### src/dsrm_pkg.sv
// Purpose: Shared constants and types for the DS3 ATM receive status monitor.
// Assumes: 100 MHz system clock, inputs synchronous to it.
// Notes: Status word layout is common to every receive port.
package dsrm_pkg;

  // Receive ports and clock rate
  localparam int NUM_PORTS_DEF = 2;
  localparam int CLK_MHZ = 100;

  // Framing-lost persistence: flagged once sync is missing for more than this
  localparam int FRAMING_LOST_TIME_US = 3000;
  localparam int FRAMING_LOST_CYCLES = FRAMING_LOST_TIME_US * CLK_MHZ;

  // Cell delineation
  localparam int DELIN_LOST_CELLS = 22;
  localparam int DELIN_CNT_W = 5;
  localparam int SYNC_ALPHA_DEF = 7;
  localparam int SYNC_DELTA_DEF = 6;
  localparam int RUN_CNT_W = 4;

  // Status word bit positions
  localparam int STATUS_W = 12;
  localparam int ST_NO_INPUT = 0;
  localparam int ST_DS3_LOST = 1;
  localparam int ST_DS3_MISS = 2;
  localparam int ST_PLCP_LOST = 3;
  localparam int ST_PLCP_MISS = 4;
  localparam int ST_DELIN_LOST = 5;
  localparam int ST_HDR_ERR = 6;
  localparam int ST_HDR_FIXED = 7;
  localparam int ST_LINE_DET = 8;
  localparam int ST_CELL_LOCK = 9;
  localparam int ST_IDLE_CELL = 10;
  localparam int ST_DATA_CELL = 11;

  // Status reset value
  localparam logic [STATUS_W-1:0] STATUS_RST = 12'h000;

  // Bits that carry no meaning under direct cell mapping
  localparam logic [STATUS_W-1:0] PLCP_MASK = 12'h018;

  // Cell delineation states
  typedef enum logic [2:0]
  {
    CELL_HUNT = 3'b001,
    CELL_PRESYNC = 3'b010,
    CELL_SYNC = 3'b100
  } dsrm_cell_state_type;

endpackage

### src/dsrm_persist_timer.sv
// Purpose: Flags a condition that has held continuously for more than CYCLES clocks.
// Assumes: cond_in is synchronous to clk_in.
// Notes: Any drop of the condition restarts the count from zero.
`timescale 1ns/1ps
module dsrm_persist_timer #(
  parameter int CYCLES = 16
) (
  // Clock and reset
  input wire logic clk_in,
  input wire logic sys_rst_in,
  // Condition and result
  input wire logic cond_in,
  output logic flag_out
);

  localparam int CNT_W = $clog2(CYCLES + 2);
  localparam logic [CNT_W-1:0] CNT_TOP = CNT_W'(CYCLES);

  logic [CNT_W-1:0] cnt_q;
  logic flag_q;

  always_ff @(posedge clk_in or posedge sys_rst_in)
  begin
    if (sys_rst_in)
    begin
      cnt_q <= '0;
    end
    else if (!cond_in)
    begin
      cnt_q <= '0;
    end
    else if (cnt_q != CNT_TOP)
    begin
      cnt_q <= cnt_q + 1'b1;
    end
  end

  // Saturated count means CYCLES edges already passed; this edge is one more
  always_ff @(posedge clk_in or posedge sys_rst_in)
  begin
    if (sys_rst_in)
    begin
      flag_q <= 1'b0;
    end
    else
    begin
      flag_q <= cond_in && (cnt_q == CNT_TOP);
    end
  end

  assign flag_out = flag_q;

endmodule

### src/dsrm_sticky_status.sv
// Purpose: Accumulates status events between reads and presents a snapshot.
// Assumes: read_in is a one-cycle pulse.
// Notes: An event in the read cycle goes into the snapshot and into the new interval.
`timescale 1ns/1ps
module dsrm_sticky_status
  import dsrm_pkg::*;
#(
  parameter int W = STATUS_W
) (
  // Clock and reset
  input wire logic clk_in,
  input wire logic sys_rst_in,
  // Events, forced-zero mask and read strobe
  input wire logic [W-1:0] event_in,
  input wire logic [W-1:0] zero_mask_in,
  input wire logic read_in,
  // Snapshot of the last completed interval
  output logic [W-1:0] snap_out
);

  logic [W-1:0] acc_q;
  logic [W-1:0] acc_d;
  logic [W-1:0] snap_q;
  logic [W-1:0] seen;

  assign seen = (acc_q | event_in) & ~zero_mask_in;

  // Set wins over the read clear
  always_comb
  begin
    acc_d = read_in ? (event_in & ~zero_mask_in) : seen;
  end

  always_ff @(posedge clk_in or posedge sys_rst_in)
  begin
    if (sys_rst_in)
    begin
      acc_q <= W'(STATUS_RST);
    end
    else
    begin
      acc_q <= acc_d;
    end
  end

  // Masked bits also clear in a held snapshot when the mode changes
  always_ff @(posedge clk_in or posedge sys_rst_in)
  begin
    if (sys_rst_in)
    begin
      snap_q <= W'(STATUS_RST);
    end
    else if (read_in)
    begin
      snap_q <= seen;
    end
    else
    begin
      snap_q <= snap_q & ~zero_mask_in;
    end
  end

  assign snap_out = snap_q;

endmodule

### src/dsrm_monitor.sv
// Purpose: Receive status and alarm monitor for DS3 lines carrying ATM cells.
// Assumes: Framer, line unit and cell slicer inputs are synchronous to clk_in.
// Notes: One independent set of settings and flags per receive port.
`timescale 1ns/1ps

// Summary of operation
// - Status conditions are latched and held until the next read of that port.
// - No-input flag when signal absent or too weak to recognise.
// - DS3 frame-sync-missing flag whenever the DS3 framer lacks sync.
// - DS3 framing-lost after sync missing continuously over three milliseconds.
// - PLCP frame-sync-missing flag whenever the PLCP framer lacks sync.
// - PLCP framing-lost after PLCP sync missing continuously over three milliseconds.
// - Both PLCP flags read zero under direct cell mapping.
// - Delineation-lost flag after 22 or more consecutive cells without delineation.
// - Delineation lost means the cell state machine holds no lock.
// - Cell lock flag once the cell engine locks to the stream.
// - Header check error flag for each cell failing its header check.
// - Line-input-detected flag from the line unit on a valid signal.
// - Idle-cell flag while an idle cell is received.
// - Data-cell flag while a non-idle cell is received.
// - DS3 framer mode per port: multiplex or C-bit parity framing.
// - Direct mapping takes cells from DS3 payload, else via PLCP.
// - Header correction setting repairs single-bit header errors.
// - Errored-cell-accept setting passes or discards header-failed cells.
// - Idle passthrough setting forwards idle cells instead of dropping.
module dsrm_monitor #(
  parameter int NUM_PORTS = dsrm_pkg::NUM_PORTS_DEF,
  parameter int FRAMING_LOST_CYCLES = dsrm_pkg::FRAMING_LOST_CYCLES,
  parameter int SYNC_ALPHA = dsrm_pkg::SYNC_ALPHA_DEF,
  parameter int SYNC_DELTA = dsrm_pkg::SYNC_DELTA_DEF
) (
  // Clock and reset
  input wire logic clk_in,
  input wire logic sys_rst_in,
  // Per-port settings
  input wire logic [NUM_PORTS-1:0] direct_map_in,
  input wire logic [NUM_PORTS-1:0] multiplex_framing_mode_in,
  input wire logic [NUM_PORTS-1:0] header_correct_en_in,
  input wire logic [NUM_PORTS-1:0] errored_accept_in,
  input wire logic [NUM_PORTS-1:0] idle_cell_passthrough_in,
  // Line interface unit
  input wire logic [NUM_PORTS-1:0] line_signal_present_in,
  input wire logic [NUM_PORTS-1:0] line_level_low_in,
  input wire logic [NUM_PORTS-1:0] line_valid_detect_in,
  // Framers
  input wire logic [NUM_PORTS-1:0] ds3_frame_sync_in,
  input wire logic [NUM_PORTS-1:0] plcp_frame_sync_in,
  // Cell slicer, one pulse per cell slot
  input wire logic [NUM_PORTS-1:0] cell_start_in,
  input wire logic [NUM_PORTS-1:0] cell_hdr_ok_in,
  input wire logic [NUM_PORTS-1:0] cell_hdr_single_in,
  input wire logic [NUM_PORTS-1:0] cell_idle_in,
  // Status read strobes
  input wire logic [NUM_PORTS-1:0] status_read_in,
  // Framer and mapper control
  output logic [NUM_PORTS-1:0] framer_multiplex_mode_out,
  output logic [NUM_PORTS-1:0] plcp_extract_en_out,
  // Cell forwarding decisions
  output logic [NUM_PORTS-1:0] cell_pass_out,
  output logic [NUM_PORTS-1:0] cell_hdr_fix_out,
  // Status snapshots, STATUS_W bits per port
  output logic [NUM_PORTS*dsrm_pkg::STATUS_W-1:0] status_flags_out
);

  import dsrm_pkg::*;

  localparam logic [DELIN_CNT_W-1:0] DELIN_TOP = DELIN_CNT_W'(DELIN_LOST_CELLS);
  localparam logic [RUN_CNT_W-1:0] ALPHA_TOP = RUN_CNT_W'(SYNC_ALPHA - 1);
  localparam logic [RUN_CNT_W-1:0] DELTA_TOP = RUN_CNT_W'(SYNC_DELTA - 1);

  // Header acceptable for delineation and forwarding
  function automatic logic hdr_usable(input logic ok, input logic single, input logic fix_en);
    hdr_usable = ok || (single && fix_en);
  endfunction

  genvar p;
  generate
    for (p = 0; p < NUM_PORTS; p++)
    begin : g_port
      dsrm_cell_state_type state_q;
      dsrm_cell_state_type state_d;
      logic [RUN_CNT_W-1:0] run_q;
      logic [RUN_CNT_W-1:0] run_d;
      logic [DELIN_CNT_W-1:0] unlock_cells_q;
      logic delin_lost_q;
      logic ds3_lost;
      logic plcp_lost;
      logic plcp_miss;
      logic cell_ok;
      logic cell_fixed;
      logic locked;
      logic pass_q;
      logic fix_q;
      logic [STATUS_W-1:0] events;
      logic [STATUS_W-1:0] zero_mask;

      assign locked = (state_q == CELL_SYNC);
      assign cell_ok = hdr_usable(cell_hdr_ok_in[p], cell_hdr_single_in[p], header_correct_en_in[p]);
      assign cell_fixed = !cell_hdr_ok_in[p] && cell_hdr_single_in[p] && header_correct_en_in[p];

      // PLCP sync only counts when cells come through PLCP
      assign plcp_miss = !direct_map_in[p] && !plcp_frame_sync_in[p];

      // Long persistence timers; shorten FRAMING_LOST_CYCLES for simulation
      dsrm_persist_timer #(
        .CYCLES(FRAMING_LOST_CYCLES)
      ) u_ds3_timer (
        .clk_in(clk_in),
        .sys_rst_in(sys_rst_in),
        .cond_in(!ds3_frame_sync_in[p]),
        .flag_out(ds3_lost)
      );

      dsrm_persist_timer #(
        .CYCLES(FRAMING_LOST_CYCLES)
      ) u_plcp_timer (
        .clk_in(clk_in),
        .sys_rst_in(sys_rst_in),
        .cond_in(plcp_miss),
        .flag_out(plcp_lost)
      );

      // Cell delineation state machine, advanced once per cell slot
      always_comb
      begin
        state_d = state_q;
        run_d = run_q;
        if (cell_start_in[p])
        begin
          case (state_q)
            CELL_HUNT:
            begin
              run_d = '0;
              if (cell_ok)
              begin
                state_d = CELL_PRESYNC;
              end
            end
            CELL_PRESYNC:
            begin
              if (!cell_ok)
              begin
                state_d = CELL_HUNT;
                run_d = '0;
              end
              else if (run_q == DELTA_TOP)
              begin
                state_d = CELL_SYNC;
                run_d = '0;
              end
              else
              begin
                run_d = run_q + 1'b1;
              end
            end
            CELL_SYNC:
            begin
              if (cell_ok)
              begin
                run_d = '0;
              end
              else if (run_q == ALPHA_TOP)
              begin
                state_d = CELL_HUNT;
                run_d = '0;
              end
              else
              begin
                run_d = run_q + 1'b1;
              end
            end
            default:
            begin
              state_d = CELL_HUNT;
              run_d = '0;
            end
          endcase
        end
      end

      always_ff @(posedge clk_in or posedge sys_rst_in)
      begin
        if (sys_rst_in)
        begin
          state_q <= CELL_HUNT;
          run_q <= '0;
        end
        else
        begin
          state_q <= state_d;
          run_q <= run_d;
        end
      end

      // Consecutive cell slots without lock; saturates so it cannot wrap
      always_ff @(posedge clk_in or posedge sys_rst_in)
      begin
        if (sys_rst_in)
        begin
          unlock_cells_q <= '0;
          delin_lost_q <= 1'b0;
        end
        else if (locked)
        begin
          unlock_cells_q <= '0;
          delin_lost_q <= 1'b0;
        end
        else if (cell_start_in[p] && unlock_cells_q != DELIN_TOP)
        begin
          unlock_cells_q <= unlock_cells_q + 1'b1;
          delin_lost_q <= (unlock_cells_q + 1'b1) == DELIN_TOP;
        end
      end

      // Forwarding decision registered one cycle after the cell slot
      always_ff @(posedge clk_in or posedge sys_rst_in)
      begin
        if (sys_rst_in)
        begin
          pass_q <= 1'b0;
          fix_q <= 1'b0;
        end
        else
        begin
          pass_q <= cell_start_in[p] && locked
                    && (cell_ok || errored_accept_in[p])
                    && (!cell_idle_in[p] || idle_cell_passthrough_in[p]);
          fix_q <= cell_start_in[p] && locked && cell_fixed;
        end
      end

      assign cell_pass_out[p] = pass_q;
      assign cell_hdr_fix_out[p] = fix_q;
      assign framer_multiplex_mode_out[p] = multiplex_framing_mode_in[p];
      assign plcp_extract_en_out[p] = !direct_map_in[p];

      // Live conditions feeding the interval accumulator
      always_comb
      begin
        events = STATUS_RST;
        events[ST_NO_INPUT] = !line_signal_present_in[p] || line_level_low_in[p];
        events[ST_DS3_LOST] = ds3_lost;
        events[ST_DS3_MISS] = !ds3_frame_sync_in[p];
        events[ST_PLCP_LOST] = plcp_lost;
        events[ST_PLCP_MISS] = plcp_miss;
        events[ST_DELIN_LOST] = delin_lost_q;
        events[ST_HDR_ERR] = cell_start_in[p] && !cell_hdr_ok_in[p];
        events[ST_HDR_FIXED] = cell_start_in[p] && locked && cell_fixed;
        events[ST_LINE_DET] = line_valid_detect_in[p];
        events[ST_CELL_LOCK] = locked;
        events[ST_IDLE_CELL] = cell_start_in[p] && locked && cell_idle_in[p];
        events[ST_DATA_CELL] = cell_start_in[p] && locked && !cell_idle_in[p];
      end

      assign zero_mask = direct_map_in[p] ? PLCP_MASK : STATUS_RST;

      // Separate accumulator per port, cleared only by its own read
      dsrm_sticky_status #(
        .W(STATUS_W)
      ) u_status (
        .clk_in(clk_in),
        .sys_rst_in(sys_rst_in),
        .event_in(events),
        .zero_mask_in(zero_mask),
        .read_in(status_read_in[p]),
        .snap_out(status_flags_out[p*STATUS_W +: STATUS_W])
      );
    end
  endgenerate

endmodule

### config.mk
export PLATFORM = sky130hd
export DESIGN_NAME = dsrm_monitor
export DESIGN_NICKNAME = d
export VERILOG_FILES = /design/src/dsrm_pkg.sv /design/src/dsrm_persist_timer.sv /design/src/dsrm_sticky_status.sv /design/src/dsrm_monitor.sv
export SDC_FILE = /design/constraint.sdc
export NUM_CORES = 1
export LEC_CHECK = 0
export BUFFER_PORTS_ARGS = -buffer_cell sky130_fd_sc_hd__buf_4
export CAP_MARGIN = 40
export CORE_MARGIN = 2
export CORE_UTILIZATION = 55
export DETAILED_ROUTE_END_ITERATION = 10
export GPL_TIMING_DRIVEN = 0
export HOLD_SLACK_MARGIN = 0.15
export PLACE_DENSITY = 0.77
export SYNTH_ARGS = -nofsm -noshare
export SYNTH_HDL_FRONTEND = slang
export SYNTH_HIERARCHICAL = 1
export SYNTH_SLANG_ARGS = --single-unit
### constraint.sdc
create_clock -name clk_in -period 1.6 [get_ports clk_in]
set_input_delay 0.24 -clock clk_in [delete_from_list [all_inputs] [get_ports clk_in]]
set_output_delay 0.24 -clock clk_in [all_outputs]
set_load 0.01 [all_outputs]
==> summary.md <==
| Metric | Value |
|---|---|
| Synth area leaders | dfrtp_1 (47%), nand2b_1 (3.5%), nor2_1 (3.4%) |
| Die W | 127 um |
| Post-synth top cells | dfrtp_1 (156), nor2_1 (76), inv_1 (64) |
| DRT Wirelength | 19300 um |
| GPL Wtd Cong | 0.792 |
| WHS Path Cells | 4 |
| Static leakage | 5.12 nW |
| CTS buffer count | 17 |
| Synth top area share | 0.469 |
| FFs w/ async S/R, synth | 1.00 |
| Predominant post-synthesis flop cell | dfrtp_1 |
| Required @ worst endpoint | 1.94 ns |
| Failing checks | setup timing |
| Final setup violation count | 9 |
| Worst EP arrival | 2.06 ns |
| Detailed Place HPWL | 11300 um |
| CP Class | reg2reg |
| Yosys cell types | 62 |
| Post-route ant nets | 0 |
| H-Tree Depth | 4 |
| Crit. End Element | flip-flop |
| Layout cell share with drive strength beyond 1 | 0.286 |
| VDD IR max | 0.827 mV |
| Hold_ws | 0.173 ns |
| Multi-input logic area | 0.00442 mm^2 |
| Worst hold endpoint | g_port[0].u_status/snap_out[2] |
| Final WS setup | -0.120 ns |
| Height of the chip | 127 um |
| Residual DRC | 0 |
| Syn Std Cell Area | 0.00833 mm^2 |
| Port bufs | 59 |
| I/O pin total | 64 |
| Final Power | 11.2 mW |
| Number of global-route vias before repair | 6722 |
| Max Cap Viol | 0 |
| Avg Inst Size Synth | 9.84 um^2 |
| Critical Path Source Type | flip-flop |
| Critical path origin | g_port[1].u_plcp_timer/cnt_q[6] |
| Reg2reg end | g_port[1].u_plcp_timer/cnt_q[13] |
| Total gr overflow | 0 |
| Reg2Reg Setup Slack | -0.12 ns |
| Seq/Total Area, Yosys | 0.475 |
| Hold path startpoint | ds3_frame_sync_in[0] |
| DRT Pass-1 Iters | 4 |
| Register Area | 0.00398 mm^2 |
| Initial antenna violation count | 0 |
| Max transition margin | 0.478 |
| Most common cell in the netlist | dfrtp_1 |
| Area grow syn2layout | 33.6% |
| Worst hold path type | in2reg |
| Row cnt | 44 |
| Vias per cell | 5.32 |
| Cells after Synth | 846 |
| Via Count | 6724 |
| Worst-Margin Slew | 0.783 ns |
| Post-synth top area cell | dfrtp_1 |
| Avg WL per Cell | 15.3 um |
| Status | finished with violations |
| Clk_skew | 0.00879 ns |
| TritonCTS Sinks | 158 |
| Post-synth EDFFs | 0 |
| Achievable Freq | 0.581 GHz |
| Worst-case reg-to-reg path depth | 4 |
| Post-route clock period utilization | 1.08 |
| Total track usage | 0.242 |
| Final Net Count | 1112 |
| Reg2reg start | g_port[1].u_plcp_timer/cnt_q[6] |
| CTS tree | yes |
| Fill count | 926 |
| CTS Root Cell | clkbuf_16 |
| Fin. Hold Viols | 0 |
| Clock Path Buffers | 2 |
| Die ar. | 0.0161 mm^2 |
| Yosys reg bits | 158 |
| Ys Warns | 6 |
| Clock slew at reported path FFs | 0.06 ns |
| Initial drt markers | 445 |
| # diodes | 0 |
| Final Slew Violations | 0 |
| RSZ-0062 raised after global routing | true |
| Minimum clock period | 1.72 ns |
| Worst-path maximum fanout | 5 |
| First-pass GRT wire length | 31600 um |
| Pwr Density | 1010 mW/mm^2 |
| Clock latency at the later pin of the worst-skew pair | 0.42 ns |
| Pin count of the biggest net entering global routing | 21 |
| Initial Utilization | 0.569 |
| Core area | 0.0146 mm^2 |
==> power by group <==
part,internal [mW],leakage (nW),switching (mW)
Clock,2.87,0.318,1.65
Sequential,4.32,2.11,0.370
Combinational,1.02,2.70,1.00
==> per-stage QoR <==
step / worst slack, ns / util / area, um^2 / instances / TNS (ns)
3_3_place_gp: -0.210 / 0.627 / 9180 / 1128 / -5.07
5_1_grt: -0.154 / 0.760 / 11100 / 1263 / -1.79
6_report: -0.120 / 0.760 / 11100 / 1263 / -0.334
2_1_floorplan: -0.00980 / - / 8510 / 885 / -0.00980
4_1_cts: -0.137 / 0.728 / 10700 / 1231 / -1.30
3_5_place_dp: -0.265 / 0.632 / 9260 / 1131 / -5.93
==> layer usage <==
metal / vias to the layer above / share of wire / routed length, um / global-route usage
li1: 3279 / - / - / -
met1: 3311 / 0.44 / 8510 / 0.318
met2: 110 / 0.52 / 9930 / 0.409
met3: 24 / 0.029 / 553 / 0.0503
met4: 0 / 0.015 / 287 / 0.0692
met5: - / 0 / 0 / 0
==> how the worst max path moves through the flow <==
stage                                       endpoint  slack [ns]  depth (start not counted)
global route        g_port[1].u_plcp_timer/cnt_q[13]       -0.15                          4
CTS                  g_port[0].u_ds3_timer/cnt_q[18]       -0.14                          5
global placement      g_port[1].u_status/snap_out[7]       -0.21                          7
finish              g_port[1].u_plcp_timer/cnt_q[13]       -0.12                          4
detailed placement    g_port[1].u_status/snap_out[7]       -0.26                          7
floorplan            g_port[0].u_ds3_timer/cnt_q[15]       -0.01                          4
==> cell families (layout without fill, tap and decap cells) <==
| group | Yosys count | after routing | synth area share |
|---|---|---|---|
| buf+inv | 96 | 290 | 0.0554 |
| fa+ha+maj | 14 | 14 | 0.0210 |
| other cells | 1 | 40 | 0.000450 |
| compound gates | 111 | 111 | 0.104 |
| xor+xnor | 48 | 48 | 0.0505 |
| simple gates | 389 | 389 | 0.256 |
| mux | 29 | 29 | 0.0367 |
| flops | 158 | 158 | 0.475 |
==> critical path, cell delays in order, from the launching register on <==
cell and delay, ns:
dfrtp_1 0.40, nand3_2 0.14, or4_4 0.57, or3_4 0.37, a21boi_2 0.17
==> repair_timing <==
action                                  CTS  global route
endpoints found under the setup margin   57            65
endpoints found under the hold margin   150             4
buffers inserted                         39            35
gates resized for setup                  39            64
cloned                                    0             0
hold buffers                             30             2
pin swaps                                19            29
==> sequential cells by signal, indices dropped and copies added, names as in the netlist <==
signal,flops
g_port.state_q,6
g_port.fix_q,2
g_port.u_ds3_timer/cnt_q,38
g_port.u_status/snap_out,24
g_port.u_status/acc_q,24
g_port.run_q,8
g_port.unlock_cells_q,10
g_port.delin_lost_q,2
g_port.u_plcp_timer/flag_out,2
g_port.pass_q,2
g_port.u_ds3_timer/flag_out,2
g_port.u_plcp_timer/cnt_q,38
==> layout make-up <==
type / instances / share of cell area
timing repair buffer: 164 / 0.123
multi-input combinational: 631 / 0.397
buffer: 29 / 0.0199
clock buffer: 20 / 0.0410
tap: 184 / 0.0207
sequential: 158 / 0.358
clock inverter: 12 / 0.0184
inverter: 65 / 0.0224
==> cells in the final DEF, fill, tap and decap left out, types with 22 or more instances in the layout <==
master,n
nor3_1,22
xnor2_1,26
a21oi_1,30
dlygate4sd3_1,28
nand2_1,55
xor2_1,22
mux2i_1,26
nand2b_1,45
and2_1,32
buf_4,138
dfrtp_1,136
inv_1,62
nand3_1,36
conb_1,40
nor2_1,75
Power figures use the tool's default switching activity.
